--- config.mk ---
export PLATFORM = sky130hd
export DESIGN_NAME = serial_flash_front_end
export DESIGN_NICKNAME = d
export VERILOG_FILES = /design/src/stream_fifo.v /design/src/serial_flash_front_end.v
export VERILOG_INCLUDE_DIRS = /design/src
export SDC_FILE = /design/constraint.sdc
export NUM_CORES = 1
export LEC_CHECK = 0
export ABC_CLOCK_PERIOD_IN_PS = 8500
export BUFFER_PORTS_ARGS = -buffer_cell sky130_fd_sc_hd__buf_2
export CAP_MARGIN = 20
export CORE_MARGIN = 4
export CORE_UTILIZATION = 60
export DETAILED_ROUTE_END_ITERATION = 6
export GPL_ROUTABILITY_DRIVEN = 1
export PLACE_DENSITY_LB_ADDON = 0.15
export SLEW_MARGIN = 0
export SYNTH_ARGS = -nofsm -noshare
export SYNTH_HDL_FRONTEND = slang
export SYNTH_HIERARCHICAL = 1
export SYNTH_SLANG_ARGS = --single-unit
--- constraint.sdc ---
create_clock -name clk -period 8.5 [get_ports clk]
set_clock_uncertainty 0.1 [all_clocks]
set_input_delay 1.7 -clock clk [delete_from_list [all_inputs] [get_ports clk]]
set_output_delay 1.7 -clock clk [all_outputs]
set_load 0.01 [all_outputs]
--- src/serial_flash_defs.vh ---
`ifndef SERIAL_FLASH_DEFS_VH
`define SERIAL_FLASH_DEFS_VH

// Opcodes; only the stream read code is fixed, the others are arbitrary
`define OP_STREAM_READ      8'he8
`define OP_PAGE_PROGRAM     8'h10
`define OP_ERASE_PAGE       8'h11
`define OP_ERASE_BLOCK      8'h12
`define OP_ERASE_SECTOR     8'h13
`define OP_ERASE_CHIP       8'h14
`define OP_PROT_REG_WRITE   8'h15
`define OP_PROT_ENABLE      8'h16
`define OP_SECTOR_LOCKDOWN  8'h17

// Command kinds passed to the back end
`define KIND_PROGRAM        3'h0
`define KIND_ERASE_PAGE     3'h1
`define KIND_ERASE_BLOCK    3'h2
`define KIND_ERASE_SECTOR   3'h3
`define KIND_ERASE_CHIP     3'h4
`define KIND_PROT_WRITE     3'h5
`define KIND_PROT_ENABLE    3'h6
`define KIND_LOCKDOWN       3'h7

// Frame lengths in serial clock bits
`define OPCODE_BITS         8
`define ADDR_BITS           24
`define DUMMY_BITS          32

// Address fields
`define PAGE_BITS           10
`define BYTE_BITS           9
`define LONG_PAGE_LSB       9
`define SHORT_PAGE_LSB      8
`define LONG_PAGE_LAST      9'h107
`define SHORT_PAGE_LAST     9'h0ff
`define LAST_PAGE           10'h3ff

`endif

--- src/stream_fifo.v ---
`timescale 1ns/1ps
`default_nettype none

module stream_fifo #(
    parameter WIDTH = 8,
    parameter DEPTH = 8,
    parameter AW    = 3
) (
    input  wire             clk,
    input  wire             rst_n,
    input  wire             clr,
    input  wire             in_valid,
    output wire             in_ready,
    input  wire [WIDTH-1:0] in_data,
    output wire             out_valid,
    input  wire             out_ready,
    output wire [WIDTH-1:0] out_data
);

    reg [WIDTH-1:0] mem_reg [0:DEPTH-1];
    reg [AW-1:0]    wr_ptr_reg;
    reg [AW-1:0]    rd_ptr_reg;
    reg [AW:0]      count_reg;
    wire            push;
    wire            pop;

    assign in_ready  = (count_reg != DEPTH[AW:0]);
    assign out_valid = (count_reg != {(AW+1){1'b0}});
    assign out_data  = mem_reg[rd_ptr_reg];
    assign push      = in_valid & in_ready;
    assign pop       = out_valid & out_ready;

    always @(posedge clk) begin
        if (push) begin
            mem_reg[wr_ptr_reg] <= in_data;
        end
    end

    always @(posedge clk) begin
        if (!rst_n || clr) begin
            wr_ptr_reg <= {AW{1'b0}};
            rd_ptr_reg <= {AW{1'b0}};
            count_reg  <= {(AW+1){1'b0}};
        end else begin
            if (push) begin
                wr_ptr_reg <= (wr_ptr_reg == DEPTH[AW-1:0] - 1'b1) ? {AW{1'b0}}
                              : wr_ptr_reg + 1'b1;
            end
            if (pop) begin
                rd_ptr_reg <= (rd_ptr_reg == DEPTH[AW-1:0] - 1'b1) ? {AW{1'b0}}
                              : rd_ptr_reg + 1'b1;
            end
            if (push && !pop) begin
                count_reg <= count_reg + 1'b1;
            end else if (pop && !push) begin
                count_reg <= count_reg - 1'b1;
            end
        end
    end

endmodule // stream_fifo

`default_nettype wire

--- src/serial_flash_front_end.v ---
// How it works
// - Data out changes on serial clock falling edge
// - Write protect low refuses protected program/erase
// - Write protect low blocks protection register change
// - Program/erase under write protect discarded, idle later
// - Protection enable and lockdown still accepted
// - Write protect pulled up, reads deasserted
// - Reset pin low aborts, state goes idle
// - Held in reset while reset pin low
// - Own power-on reset, independent of pin
// - Page program; erase page/block/sector/chip
// - Select falls, 8-bit opcode, then address
// - Everything shifted most significant bit first
// - Long page: 10-bit page, 9-bit byte
// - Short page: 10-bit page, 8-bit byte
// - Stream read: opcode, 3 address, 4 dummy bytes
// - Internal address counter advances automatically
// - Page end continues at next page
// - Array end wraps to first page
// - Select rising ends read, output released
// - Stream read never touches data buffer
// - Serial clock modes 0 and 3
// - Serial input sampled on rising clock edge
// - Select high ignores input; standby after busy
`timescale 1ns/1ps
`default_nettype none
`include "serial_flash_defs.vh"

module serial_flash_front_end #(
    parameter FIFO_DEPTH = 8,
    parameter FIFO_AW    = 3
) (
    input  wire       clk,
    input  wire       rst_n,
    input  wire       cs_n,
    input  wire       sck,
    input  wire       si,
    output reg        so_out_reg,
    output reg        so_oe_reg,
    input  wire       wp_n,
    input  wire       reset_pin_n,
    input  wire       page_mode_264,
    output reg        mem_rd_req_reg,
    output reg  [9:0] mem_page_reg,
    output reg  [8:0] mem_byte_reg,
    input  wire       mem_rd_valid,
    input  wire [7:0] mem_rd_data,
    output reg        cmd_valid_reg,
    output reg  [2:0] cmd_kind_reg,
    output reg  [9:0] cmd_page_reg,
    output reg  [8:0] cmd_byte_reg,
    output reg        cmd_reject_reg,
    input  wire       backend_busy,
    output reg        standby_reg
);

    localparam ST_IDLE   = 3'h0;
    localparam ST_OPCODE = 3'h1;
    localparam ST_ADDR   = 3'h2;
    localparam ST_DUMMY  = 3'h3;
    localparam ST_STREAM = 3'h4;
    localparam ST_HOLD   = 3'h5;

    // Pin synchronisers
    reg        cs_s1_reg;
    reg        cs_s2_reg;
    reg        cs_d_reg;
    reg        sck_s1_reg;
    reg        sck_s2_reg;
    reg        sck_d_reg;
    reg        si_s1_reg;
    reg        si_s2_reg;
    reg        wp_s1_reg;
    reg        wp_s2_reg;
    reg        rp_s1_reg;
    reg        rp_s2_reg;

    reg [2:0]  state_reg;
    reg [5:0]  bit_cnt_reg;
    reg [23:0] shift_reg;
    reg [7:0]  opcode_reg;
    reg        is_read_reg;
    reg        cmd_ok_reg;
    reg [2:0]  kind_reg;
    reg        mode_264_reg;
    reg [2:0]  out_idx_reg;
    reg [6:0]  out_sh_reg;
    reg        fetch_en_reg;
    reg        rd_wait_reg;
    reg [9:0]  fetch_page_reg;
    reg [8:0]  fetch_byte_reg;
    reg        fifo_clr_reg;

    wire       sck_rise;
    wire       sck_fall;
    wire       cs_rise;
    wire       cs_fall;
    wire       hold_reset;
    wire       wp_active;
    wire [23:0] addr_word;
    wire       fifo_in_ready;
    wire       fifo_out_valid;
    wire [7:0] fifo_out_data;
    wire       fifo_push;
    wire       fifo_pop;
    wire       fetch_go;
    wire [3:0] op_dec;

    // Splits a received address into page and byte fields
    function [18:0] split_addr;
        input [23:0] a;
        input        m264;
        begin
            if (m264) begin
                split_addr = {a[`LONG_PAGE_LSB +: `PAGE_BITS], a[8:0]};
            end else begin
                split_addr = {a[`SHORT_PAGE_LSB +: `PAGE_BITS], 1'b0, a[7:0]};
            end
        end
    endfunction

    // Next array location, wrapping at page and array end
    function [18:0] next_loc;
        input [9:0] pg;
        input [8:0] by;
        input       m264;
        reg   [8:0] last;
        begin
            last = m264 ? `LONG_PAGE_LAST : `SHORT_PAGE_LAST;
            if (by == last) begin
                if (pg == `LAST_PAGE) begin
                    next_loc = 19'h00000;
                end else begin
                    next_loc = {pg + 10'h001, 9'h000};
                end
            end else begin
                next_loc = {pg, by + 9'h001};
            end
        end
    endfunction

    // Opcode decode: {known, kind}
    function [3:0] decode_op;
        input [7:0] op;
        begin
            case (op)
                `OP_PAGE_PROGRAM:    decode_op = {1'b1, `KIND_PROGRAM};
                `OP_ERASE_PAGE:      decode_op = {1'b1, `KIND_ERASE_PAGE};
                `OP_ERASE_BLOCK:     decode_op = {1'b1, `KIND_ERASE_BLOCK};
                `OP_ERASE_SECTOR:    decode_op = {1'b1, `KIND_ERASE_SECTOR};
                `OP_ERASE_CHIP:      decode_op = {1'b1, `KIND_ERASE_CHIP};
                `OP_PROT_REG_WRITE:  decode_op = {1'b1, `KIND_PROT_WRITE};
                `OP_PROT_ENABLE:     decode_op = {1'b1, `KIND_PROT_ENABLE};
                `OP_SECTOR_LOCKDOWN: decode_op = {1'b1, `KIND_LOCKDOWN};
                default:             decode_op = 4'h0;
            endcase
        end
    endfunction

    assign sck_rise   = sck_s2_reg & ~sck_d_reg;
    assign sck_fall   = ~sck_s2_reg & sck_d_reg;
    assign cs_rise    = cs_s2_reg & ~cs_d_reg;
    assign cs_fall    = ~cs_s2_reg & cs_d_reg;
    assign hold_reset = ~rp_s2_reg;
    assign wp_active  = ~wp_s2_reg;
    assign addr_word  = {shift_reg[22:0], si_s2_reg};
    assign op_dec     = decode_op(opcode_reg);

    // Fetches come straight from the array; the data buffer has no path here
    assign fetch_go  = fetch_en_reg & ~rd_wait_reg & fifo_in_ready & ~fifo_clr_reg;
    assign fifo_push = mem_rd_valid & rd_wait_reg & fetch_en_reg;
    assign fifo_pop  = (state_reg == ST_STREAM) & ~cs_s2_reg & sck_fall
                       & (out_idx_reg == 3'h0);

    stream_fifo #(
        .WIDTH (8),
        .DEPTH (FIFO_DEPTH),
        .AW    (FIFO_AW)
    ) u_fifo (
        .clk       (clk),
        .rst_n     (rst_n),
        .clr       (fifo_clr_reg),
        .in_valid  (fifo_push),
        .in_ready  (fifo_in_ready),
        .in_data   (mem_rd_data),
        .out_valid (fifo_out_valid),
        .out_ready (fifo_pop),
        .out_data  (fifo_out_data)
    );

    // Power-on reset drives every flop; pin levels enter through two flops
    always @(posedge clk) begin
        if (!rst_n) begin
            cs_s1_reg  <= 1'b1;
            cs_s2_reg  <= 1'b1;
            cs_d_reg   <= 1'b1;
            sck_s1_reg <= 1'b0;
            sck_s2_reg <= 1'b0;
            sck_d_reg  <= 1'b0;
            si_s1_reg  <= 1'b0;
            si_s2_reg  <= 1'b0;
            wp_s1_reg  <= 1'b1;
            wp_s2_reg  <= 1'b1;
            rp_s1_reg  <= 1'b1;
            rp_s2_reg  <= 1'b1;
        end else begin
            cs_s1_reg  <= cs_n;
            cs_s2_reg  <= cs_s1_reg;
            cs_d_reg   <= cs_s2_reg;
            sck_s1_reg <= sck;
            sck_s2_reg <= sck_s1_reg;
            sck_d_reg  <= sck_s2_reg;
            si_s1_reg  <= si;
            si_s2_reg  <= si_s1_reg;
            wp_s1_reg  <= wp_n;
            wp_s2_reg  <= wp_s1_reg;
            rp_s1_reg  <= reset_pin_n;
            rp_s2_reg  <= rp_s1_reg;
        end
    end

    always @(posedge clk) begin
        if (!rst_n || hold_reset) begin
            state_reg      <= ST_IDLE;
            bit_cnt_reg    <= 6'h00;
            shift_reg      <= 24'h000000;
            opcode_reg     <= 8'h00;
            is_read_reg    <= 1'b0;
            cmd_ok_reg     <= 1'b0;
            kind_reg       <= 3'h0;
            mode_264_reg   <= 1'b1;
            out_idx_reg    <= 3'h0;
            out_sh_reg     <= 7'h00;
            so_out_reg     <= 1'b0;
            so_oe_reg      <= 1'b0;
            fetch_en_reg   <= 1'b0;
            fetch_page_reg <= 10'h000;
            fetch_byte_reg <= 9'h000;
            fifo_clr_reg   <= 1'b1;
            cmd_valid_reg  <= 1'b0;
            cmd_kind_reg   <= 3'h0;
            cmd_page_reg   <= 10'h000;
            cmd_byte_reg   <= 9'h000;
            cmd_reject_reg <= 1'b0;
            standby_reg    <= 1'b0;
        end else begin
            cmd_valid_reg  <= 1'b0;
            cmd_reject_reg <= 1'b0;
            fifo_clr_reg   <= 1'b0;
            standby_reg    <= cs_s2_reg & ~backend_busy;
            if (cs_s2_reg) begin
                // Deselected: input ignored, output released
                so_oe_reg    <= 1'b0;
                fetch_en_reg <= 1'b0;
                state_reg    <= ST_IDLE;
                if (state_reg == ST_IDLE) begin
                    mode_264_reg <= page_mode_264;
                end
                if (cs_rise) begin
                    fifo_clr_reg <= 1'b1;
                    if (cmd_ok_reg) begin
                        cmd_ok_reg   <= 1'b0;
                        cmd_kind_reg <= kind_reg;
                        if (wp_active && kind_reg <= `KIND_PROT_WRITE) begin
                            cmd_reject_reg <= 1'b1;
                        end else begin
                            cmd_valid_reg <= 1'b1;
                        end
                    end
                end
            end else begin
                if (cs_fall) begin
                    state_reg   <= ST_OPCODE;
                    bit_cnt_reg <= 6'h00;
                    cmd_ok_reg  <= 1'b0;
                end
                if (sck_rise) begin
                    shift_reg <= addr_word;
                    case (state_reg)
                        ST_OPCODE: begin
                            if (bit_cnt_reg == `OPCODE_BITS - 1) begin
                                opcode_reg  <= addr_word[7:0];
                                is_read_reg <= (addr_word[7:0] == `OP_STREAM_READ);
                                bit_cnt_reg <= 6'h00;
                                state_reg   <= ST_ADDR;
                            end else begin
                                bit_cnt_reg <= bit_cnt_reg + 6'h01;
                            end
                        end
                        ST_ADDR: begin
                            if (bit_cnt_reg == `ADDR_BITS - 1) begin
                                bit_cnt_reg <= 6'h00;
                                {cmd_page_reg, cmd_byte_reg} <=
                                    split_addr(addr_word, mode_264_reg);
                                if (is_read_reg) begin
                                    {fetch_page_reg, fetch_byte_reg} <=
                                        split_addr(addr_word, mode_264_reg);
                                    fetch_en_reg <= 1'b1;
                                    state_reg    <= ST_DUMMY;
                                end else begin
                                    // Write-type commands act on deselect
                                    cmd_ok_reg <= op_dec[3];
                                    kind_reg   <= op_dec[2:0];
                                    state_reg  <= ST_HOLD;
                                end
                            end else begin
                                bit_cnt_reg <= bit_cnt_reg + 6'h01;
                            end
                        end
                        ST_DUMMY: begin
                            // Dummy values are never looked at
                            if (bit_cnt_reg == `DUMMY_BITS - 1) begin
                                bit_cnt_reg <= 6'h00;
                                out_idx_reg <= 3'h0;
                                state_reg   <= ST_STREAM;
                            end else begin
                                bit_cnt_reg <= bit_cnt_reg + 6'h01;
                            end
                        end
                        default: begin
                            bit_cnt_reg <= bit_cnt_reg;
                        end
                    endcase
                end
                if (sck_fall && state_reg == ST_STREAM) begin
                    so_oe_reg <= 1'b1;
                    if (out_idx_reg == 3'h0) begin
                        // Next byte, no gap at page or array end
                        so_out_reg <= fifo_out_valid ? fifo_out_data[7] : 1'b0;
                        out_sh_reg <= fifo_out_valid ? fifo_out_data[6:0] : 7'h00;
                    end else begin
                        so_out_reg <= out_sh_reg[6];
                        out_sh_reg <= {out_sh_reg[5:0], 1'b0};
                    end
                    out_idx_reg <= out_idx_reg + 3'h1;
                end
            end
            if (fetch_go && !cs_s2_reg) begin
                {fetch_page_reg, fetch_byte_reg} <=
                    next_loc(fetch_page_reg, fetch_byte_reg, mode_264_reg);
            end
        end
    end

    // Array fetch port: one read outstanding, stalled by a full FIFO
    always @(posedge clk) begin
        if (!rst_n || hold_reset) begin
            mem_rd_req_reg <= 1'b0;
            mem_page_reg   <= 10'h000;
            mem_byte_reg   <= 9'h000;
            rd_wait_reg    <= 1'b0;
        end else begin
            mem_rd_req_reg <= 1'b0;
            if (fetch_go && !cs_s2_reg) begin
                mem_rd_req_reg <= 1'b1;
                mem_page_reg   <= fetch_page_reg;
                mem_byte_reg   <= fetch_byte_reg;
                rd_wait_reg    <= 1'b1;
            end else if (mem_rd_valid && rd_wait_reg) begin
                rd_wait_reg <= 1'b0;
            end
        end
    end

endmodule // serial_flash_front_end

`default_nettype wire

==> summary.md, run 1 <==
| Metric | Value |
|---|---|
| Status | finished, final reports clean |
| Syn_nets | 904 |
| NumNets Final | 945 |
| Worst rel slew slack | 0.272 |
| CP Cell Sequence | or2_2, nor4_2, buf_4, nor2b_1, nand2_1, ha_1, inv_1, ha_1, a21oi_1, a211oi_1, a31oi_1, mux2_2 |
| Synth Area in Compound Gates | 0.121 |
| Maximum vdd drop | approximately 0.22 mV |
| Wire length on met1 | 8130 um |
| Synth top area share | 0.328 |
| CP startpoint kind | flop |
| #FFs+latches synth | 213 |
| Die Width | 131 um |
| Post-Syn Area | 9090 um^2 |
| Vias in the first global route | 6507 |
| Sw power | about 410 uW |
| CTS Hold Bufs | 0 |
| Largest net degree at the start of global routing | between 70 and 80 |
| Top layer reached by signal wires | met4 |
| Asr flop ratio synth | 0 |
| Postcts setup bufs | 0 |
| Mux contribution to synthesized area | 0.0912 |
| Clock Latency Late Sink | 500 ps |
| Combinational share of power | 0.015 |
| Post-synthesis adder-cell area fraction | 0.0187 |
| Max reg flops | 64 |
| Worst Max-Slew Pin Slew | around 1100 ps |
| Largest area contributor in the netlist | dfxtp_1 |
| Setup CP Type | flop to flop |
| Hold path cells | 1 |
| Crit-path max cell delay | 440 ps |
| Num ports | 65 |
| Xor-xnor portion of the synthesized cell area | 0.00770 |
| Routed Antenna Nets | 0 |
| Cell mode on critical path | ha_1 |
| Number of enable flip-flop cells after synthesis | 64 |
| Post-synthesis cell count | ~870 |
| Initial Util | 0.619 |
| Critical path fanouts, max | 20 |
| Via Count | 6690 |
| CTS tree | built |
| Wire length on met3 | 1030 um |
| First-pass DRT Iterations | 6 |
| CP Data Required Time | 8790 ps |
| Worst-path clk slew | 60 ps |
| Unrepaired setup endpoints after global routing | false |
| CTS Buf Count | 22 |
| Avg Cell Area, Syn | 10.4 um^2 |
| Non-Filler Instances | 1114 |
| Cell Pwr Density | 209 nW/um^2 |
| Routed wire per std cell | 17.2 um |
| Worst Setup SP | state_reg[0]$_SDFF_PP0_ |
| Routed WL | between 15000 and 20000 um |
| Final period utilization | 0.424 |
| Worst hold path class | flop to flop |
| Setup TNS Final | 0 ps |
| Min Clock Period, post-route | approximately 3600 ps |
| Commonest register cell after synthesis | dfxtp_1 |
| CTS max path bufs | 3 |
| Most frequent cells in the layout | dfxtp_1, nand2_1, a21oi_1, nor2_1, buf_2 |
| DRC viols | 0 |
| Clock Power Share | 0.491 |
| Die area | between 15000 and 20000 um^2 |
| Routability cong. | 0.908 |
| First-pass GRT wire length | 32100 um |
| Clk sinks | 213 |
| Sw Share | 0.190 |
| Area Growth Syn to Fin | 12.4% |
| CTS Root Cell | clkbuf_16 |
| CP max stage cell | dfxtp_1 |
| Crit path DAT | between 3000 and 4000 ps |
| Largest family of logic cells by synthesized area | simple AND/OR/NAND/NOR gates |
| Number of diodes | 0 |
| Netlist cell types | 84 |
| Synth top area cells | dfxtp_1, edfxtp_1, nand2_1, a21oi_1, mux4_1 |
| Slew Limit Fails | 0 |
| Final setup violation count | 0 |
| Port buffer count | 64 |
| Met2 WL | between 9000 and 10000 um |
| Hold path startpoint | wp_s1_reg$_SDFF_PN1_ |
| Yosys warns | 6 |
| Max Clk Rate | 278 MHz |
| Core area | 14700 um^2 |
| Seq/Total Area, Yosys | 0.539 |
| Layout cells sized above 1 | 0.157 |
| # resized after CTS | 0 |
| Crit end category | flop |
| Post-layout util | 0.695 |
| Placed cell count | 1071 |
| Int Power | 1.73 mW |
| Via density | around 6 |
| Worst r2r path cells | 12 |
| Synth Area in Simple Gates | 0.182 |
| Rows | 44 |
| 1st-iter DRT viols | 622 |
| Initial antenna violation count | 0 |
| DIE HEIGHT | roughly 130 um |
| Post-DP HPWL | around 13000 um |
| All-Layer GR Usage | 0.218 |
| Leakage | 3.79 nW |
| Hold Vio Cnt, Final | 0 |
| Max cap viols | 0 |
| Grt ovf | 0 |
| H-tree Lvls | 1 |
| Worst R2R Start | state_reg[0]$_SDFF_PP0_ |
| Most common cell after layout, fill and taps aside | dfxtp_1 |
| Flop pwr share | 0.494 |
## metal layers
layer | GRT usage | up-vias
met3 | 0.0325 | 48
li1 | - | 3240
met4 | 0.0788 | 0
met2 | 0.373 | 231
met1 | 0.285 | 3171
met5 | 0 | -
## Yosys cell counts, drive strengths merged (3+ instances only)
cell type	count
o22a	5
dfxtp	149
nand2b	16
o2111ai	3
or4	3
a31oi	6
a211oi	18
nor3	23
a31o	4
a21oi	92
nor2b	5
buf	27
edfxtp	64
mux2	10
inv	15
nor4b	3
nand3	20
nand3b	4
a211o	3
clkbuf	29
a2111oi	4
o31ai	4
and2	8
nor4	8
and3	8
o21ai	19
nor3b	3
xor2	6
nor2	74
ha	12
nand4	9
and4	5
mux4	16
mux2i	30
nand2	133
## area by class of cell
cell class	count	area, um^2
Sequential cell	213	4900
Fill cell	1071	4480
Multi-Input combinational cell	589	3840
Clock buffer	30	632
Timing Repair Buffer	73	383
Tap cell	184	230
Clock inverter	10	173
Inverter	15	56.3
## kinds of logic (layout without fill, tap and decap cells)
group	Yosys count	count (layout)
simple gates	335	335
flops	213	213
compound gates	177	177
buf+inv	71	128
mux	56	56
fa+ha+maj	13	13
xor+xnor	8	8
## path summary, 6_finish.rpt
kind                                 endpoint  slack (ps)
min                      wp_s2_reg$_SDFF_PN1_         310
max          u_fifo/count_reg[3]$_SDFFE_PP0P_        4900
max reg2reg  u_fifo/count_reg[3]$_SDFFE_PP0P_        4900
min reg2reg              wp_s2_reg$_SDFF_PN1_         310
## power groups by stage
stage	logic (mW)	registers [mW]	clock network, mW
finish	0.0325	1.05	1.05
global route	0.0364	1.05	1.11
CTS	0.0325	1.05	1.06
detailed placement	0.0323	1.08	0
global placement	0.0311	1.08	0
floorplan	0.0234	1.07	0
## stage by stage
| stage | setup WS [ps] | hold WS [ps] | instance area (um^2) | total power [mW] |
|---|---|---|---|---|
| floorplan | 4870 | 286 | 9090 | 1.10 |
| global placement | 4630 | 294 | 9400 | 1.11 |
| detailed placement | 4520 | 303 | 9400 | 1.11 |
| CTS | 4960 | 317 | 10200 | 2.15 |
| global route | 4690 | 342 | 10200 | 2.20 |
| finish | 4900 | 313 | 10200 | 2.13 |
## worst max-delay path, delay by kind of cell, from the launching register on
kind | cells | cell delay (ps)
buffers and inverters | 2 | 420
AOI/OAI and AO/OA | 3 | 540
muxes | 1 | 350
DFF | 1 | 440
and+or+nand+nor | 4 | 1070
adders and majority gates | 2 | 560
Power figures use the tool's default switching activity.
==> run 2, diff against run 1 <==
Settings changed: ABC_CLOCK_PERIOD_IN_PS 8500 to 3150, CORE_UTILIZATION 60 to 54.
Clock period 8.5 ns to 3.15 ns, I/O delays scaled along.
==> summary.md, run 2 (synthesis gave the netlist of run 1 again) <==
| Metric | Value |
|---|---|
| Routed WL | 20200 um (+5.1%) |
| Placed cell areas | 9640 um^2 (+2.6%) |
| Leakage | 3.88 nW (+2.3%) |
| Layout cells sized above 1 | 0.177 (+0.0203) |
| Die area | 19000 um^2 (+10%) |
| Cell mode on critical path | ha_1 |
| Max cap viols | 0 (unchanged) |
| Maximum vdd drop | 0.442 mV (+97%) |
| CTS tree | built |
| Most frequent cells in the layout | dfxtp_1, nand2_1, a21oi_1, nor2_1 |
| Clock Latency Late Sink | 490 ps (about the same) |
| Area Growth Syn to Fin | 14.0% |
| Worst path bufs/invs | 1 (-1) |
| DRC viols | 0 (unchanged) |
| Status | finished, final reports clean |
| CP Data Required Time | 3420 ps (-5370 ps) |
| Crit-path max cell delay | 370 ps (-70 ps) |
| Hold Vio Cnt, Final | 0 (unchanged) |
| Worst Max-Slew Pin Slew | 845 ps (-239 ps) |
| Final period utilization | 0.940 (+0.516) |
| All-Layer GR Usage | 0.214 (-0.00464) |
| Slew Limit Fails | 0 (unchanged) |
| Largest delay share family, worst path | simple AND/OR/NAND/NOR gates |
| Total power | 5.52 mW (+160%) |
| Setup TNS Final | 0 ps (unchanged) |
| Max Clk Rate | 338 MHz (+22%) |
| Via Count | 6712 (+0.33%) |
| Grt ovf | 0 (unchanged) |
| Post-layout util | 0.628 (-0.0675) |
| Largest net degree at the start of global routing | 51 (-35%) |
| CTS Root Cell | clkbuf_16 |
| Cell Pwr Density | 532 nW/um^2 (+150%) |
| NumNets Final | 969 (+2.5%) |
| CP max stage cell | mux2_2 |
| Worst hold path class | input port to flop |
| Unrepaired setup endpoints after global routing | false |
| Initial antenna violation count | 0 (unchanged) |
| First-pass GRT wire length | 32500 um (+1.3%) |
| Port buffer count | 64 (unchanged) |
| First-pass DRT Iterations | 5 (-1) |
| Critical path fanouts, max | 5 (-75%) |
| CTS max path bufs | 3 (unchanged) |
| Clk sinks | 213 (unchanged) |
| Placed cell count | 1133 (+5.8%) |
| Initial Util | 0.550 (-0.0684) |
| Routed wire per std cell | 17.2 um (-0.20%) |
| Min Clock Period, post-route | 2960 ps (-643 ps) |
| Routed Antenna Nets | 0 (unchanged) |
| Vias in the first global route | 6477 (-0.46%) |
| Finished layout cell area | 10400 um^2 (+1.5%) |
| Via density | 5.72 (-4.7%) |
| Number of diodes | 0 (unchanged) |
| Core area | 16500 um^2 (+12%) |
| Final setup violation count | 0 (unchanged) |
| Die Width | 138 um (+5.1%) |
| Crit path DAT | 3230 ps (-660 ps) |
| Worst rel slew slack | 0.434 (+0.162) |
| Setup CP Type | flop to flop |
| CP Cell Sequence | or2_2, nor4_2, nor2b_2, nand2_1, ha_1, inv_1, ha_1, a21oi_2, a211oi_1, a31oi_1, mux2_2 |
| Rows | 47 (+6.8%) |
| Non-Filler Instances | 1173 (+5.3%) |
| Post-DP HPWL | 14100 um (+9.1%) |
| Max reg flops | 64 (unchanged) |
| H-tree Lvls | 1 (unchanged) |
| Routability cong. | 0.852 (-6.1%) |
| Num ports | 65 (unchanged) |
| CP startpoint kind | flop |
| CTS Buf Count | 23 (+4.5%) |
| Filler Cell Count | 1367 (+28%) |
| DIE HEIGHT | 138 um (+5.1%) |
| 1st-iter DRT viols | 397 (-36%) |
| Worst-path clk slew | 60 ps (about the same) |
| Crit end category | flop |
| Most common cell after layout, fill and taps aside | dfxtp_1 |
==> run 2: changes by cell type in the layout (fill, tap and decap cells not counted), moves of 2 or more <==
| cell | change |
|---|---|
| buf_2 | -2 |
| clkbuf_1 | +3 |
| clkbuf_8 | -2 |
| clkinv_2 | +3 |
| bufinv_16 | -3 |
| buf_4 | +26 |
==> run 2: final cells by class <==
class	count	area [um^2]	share of cell area
clock buffers	32	641	0.0618
clock inverters	8	88.8	0.00856
inverters	15	56.3	0.00543
multi-input cells	589	3850	0.371
flip-flops and latches	213	4900	0.473
well taps	220	275	0.0265
repair buffers	96	561	0.0540
==> run 2: final timing paths <==
check                                             start                          endpoint  slack [ps]  depth (start not counted)
worst max-delay path            state_reg[1]$_SDFF_PP0_  u_fifo/count_reg[3]$_SDFFE_PP0P_         190                         11
worst max register to register  state_reg[1]$_SDFF_PP0_  u_fifo/count_reg[3]$_SDFFE_PP0P_         190                         11
worst min-delay path                       backend_busy            standby_reg$_SDFF_PN0_         200                          2
worst min register to register     rp_s1_reg$_SDFF_PN1_              rp_s2_reg$_SDFF_PN1_         310                          1
==> run 2: where the power goes <==
group,internal (mW),leakage [nW],switching [mW],total (mW)
logic,0.0325,1.74,0.0729,0.105
registers,2.83,1.78,0.00644,2.84
clock network,1.58,0.361,1.00,2.58
total,4.44,3.88,1.08,5.52
==> run 2: repair_timing <==
action                     in CTS  in global routing
setup endpoints to repair       0                  1
buffers inserted                0                  0
hold buffers                    0                  0
resized for setup               0                  2
==> run 2: per-stage QoR <==
stage | setup slack [ps] | hold slack [ps]
6_report | 191 | 197
3_5_place_dp | 117 | 298
5_1_grt | 13.1 | 194
3_3_place_gp | 270 | 292
4_1_cts | 102 | 180
2_1_floorplan | 78.9 | 286
==> run 2: per-layer routing <==
layer	vias to the layer above	wire, um	track usage
li1	3292	-	-
met1	3210	8450	0.265
met2	171	10300	0.387
met3	39	1030	0.0321
met4	0	433	0.0582
met5	-	0	0
==> run 2: worst register-to-register path, stage by stage (launching register included) <==
cell and delay [ps]:
dfxtp_1 310, or2_2 320, nor4_2 260, nor2b_2 230, nand2_1 140, ha_1 230
inv_1 140, ha_1 300, a21oi_2 180, a211oi_1 100, a31oi_1 170, mux2_2 370
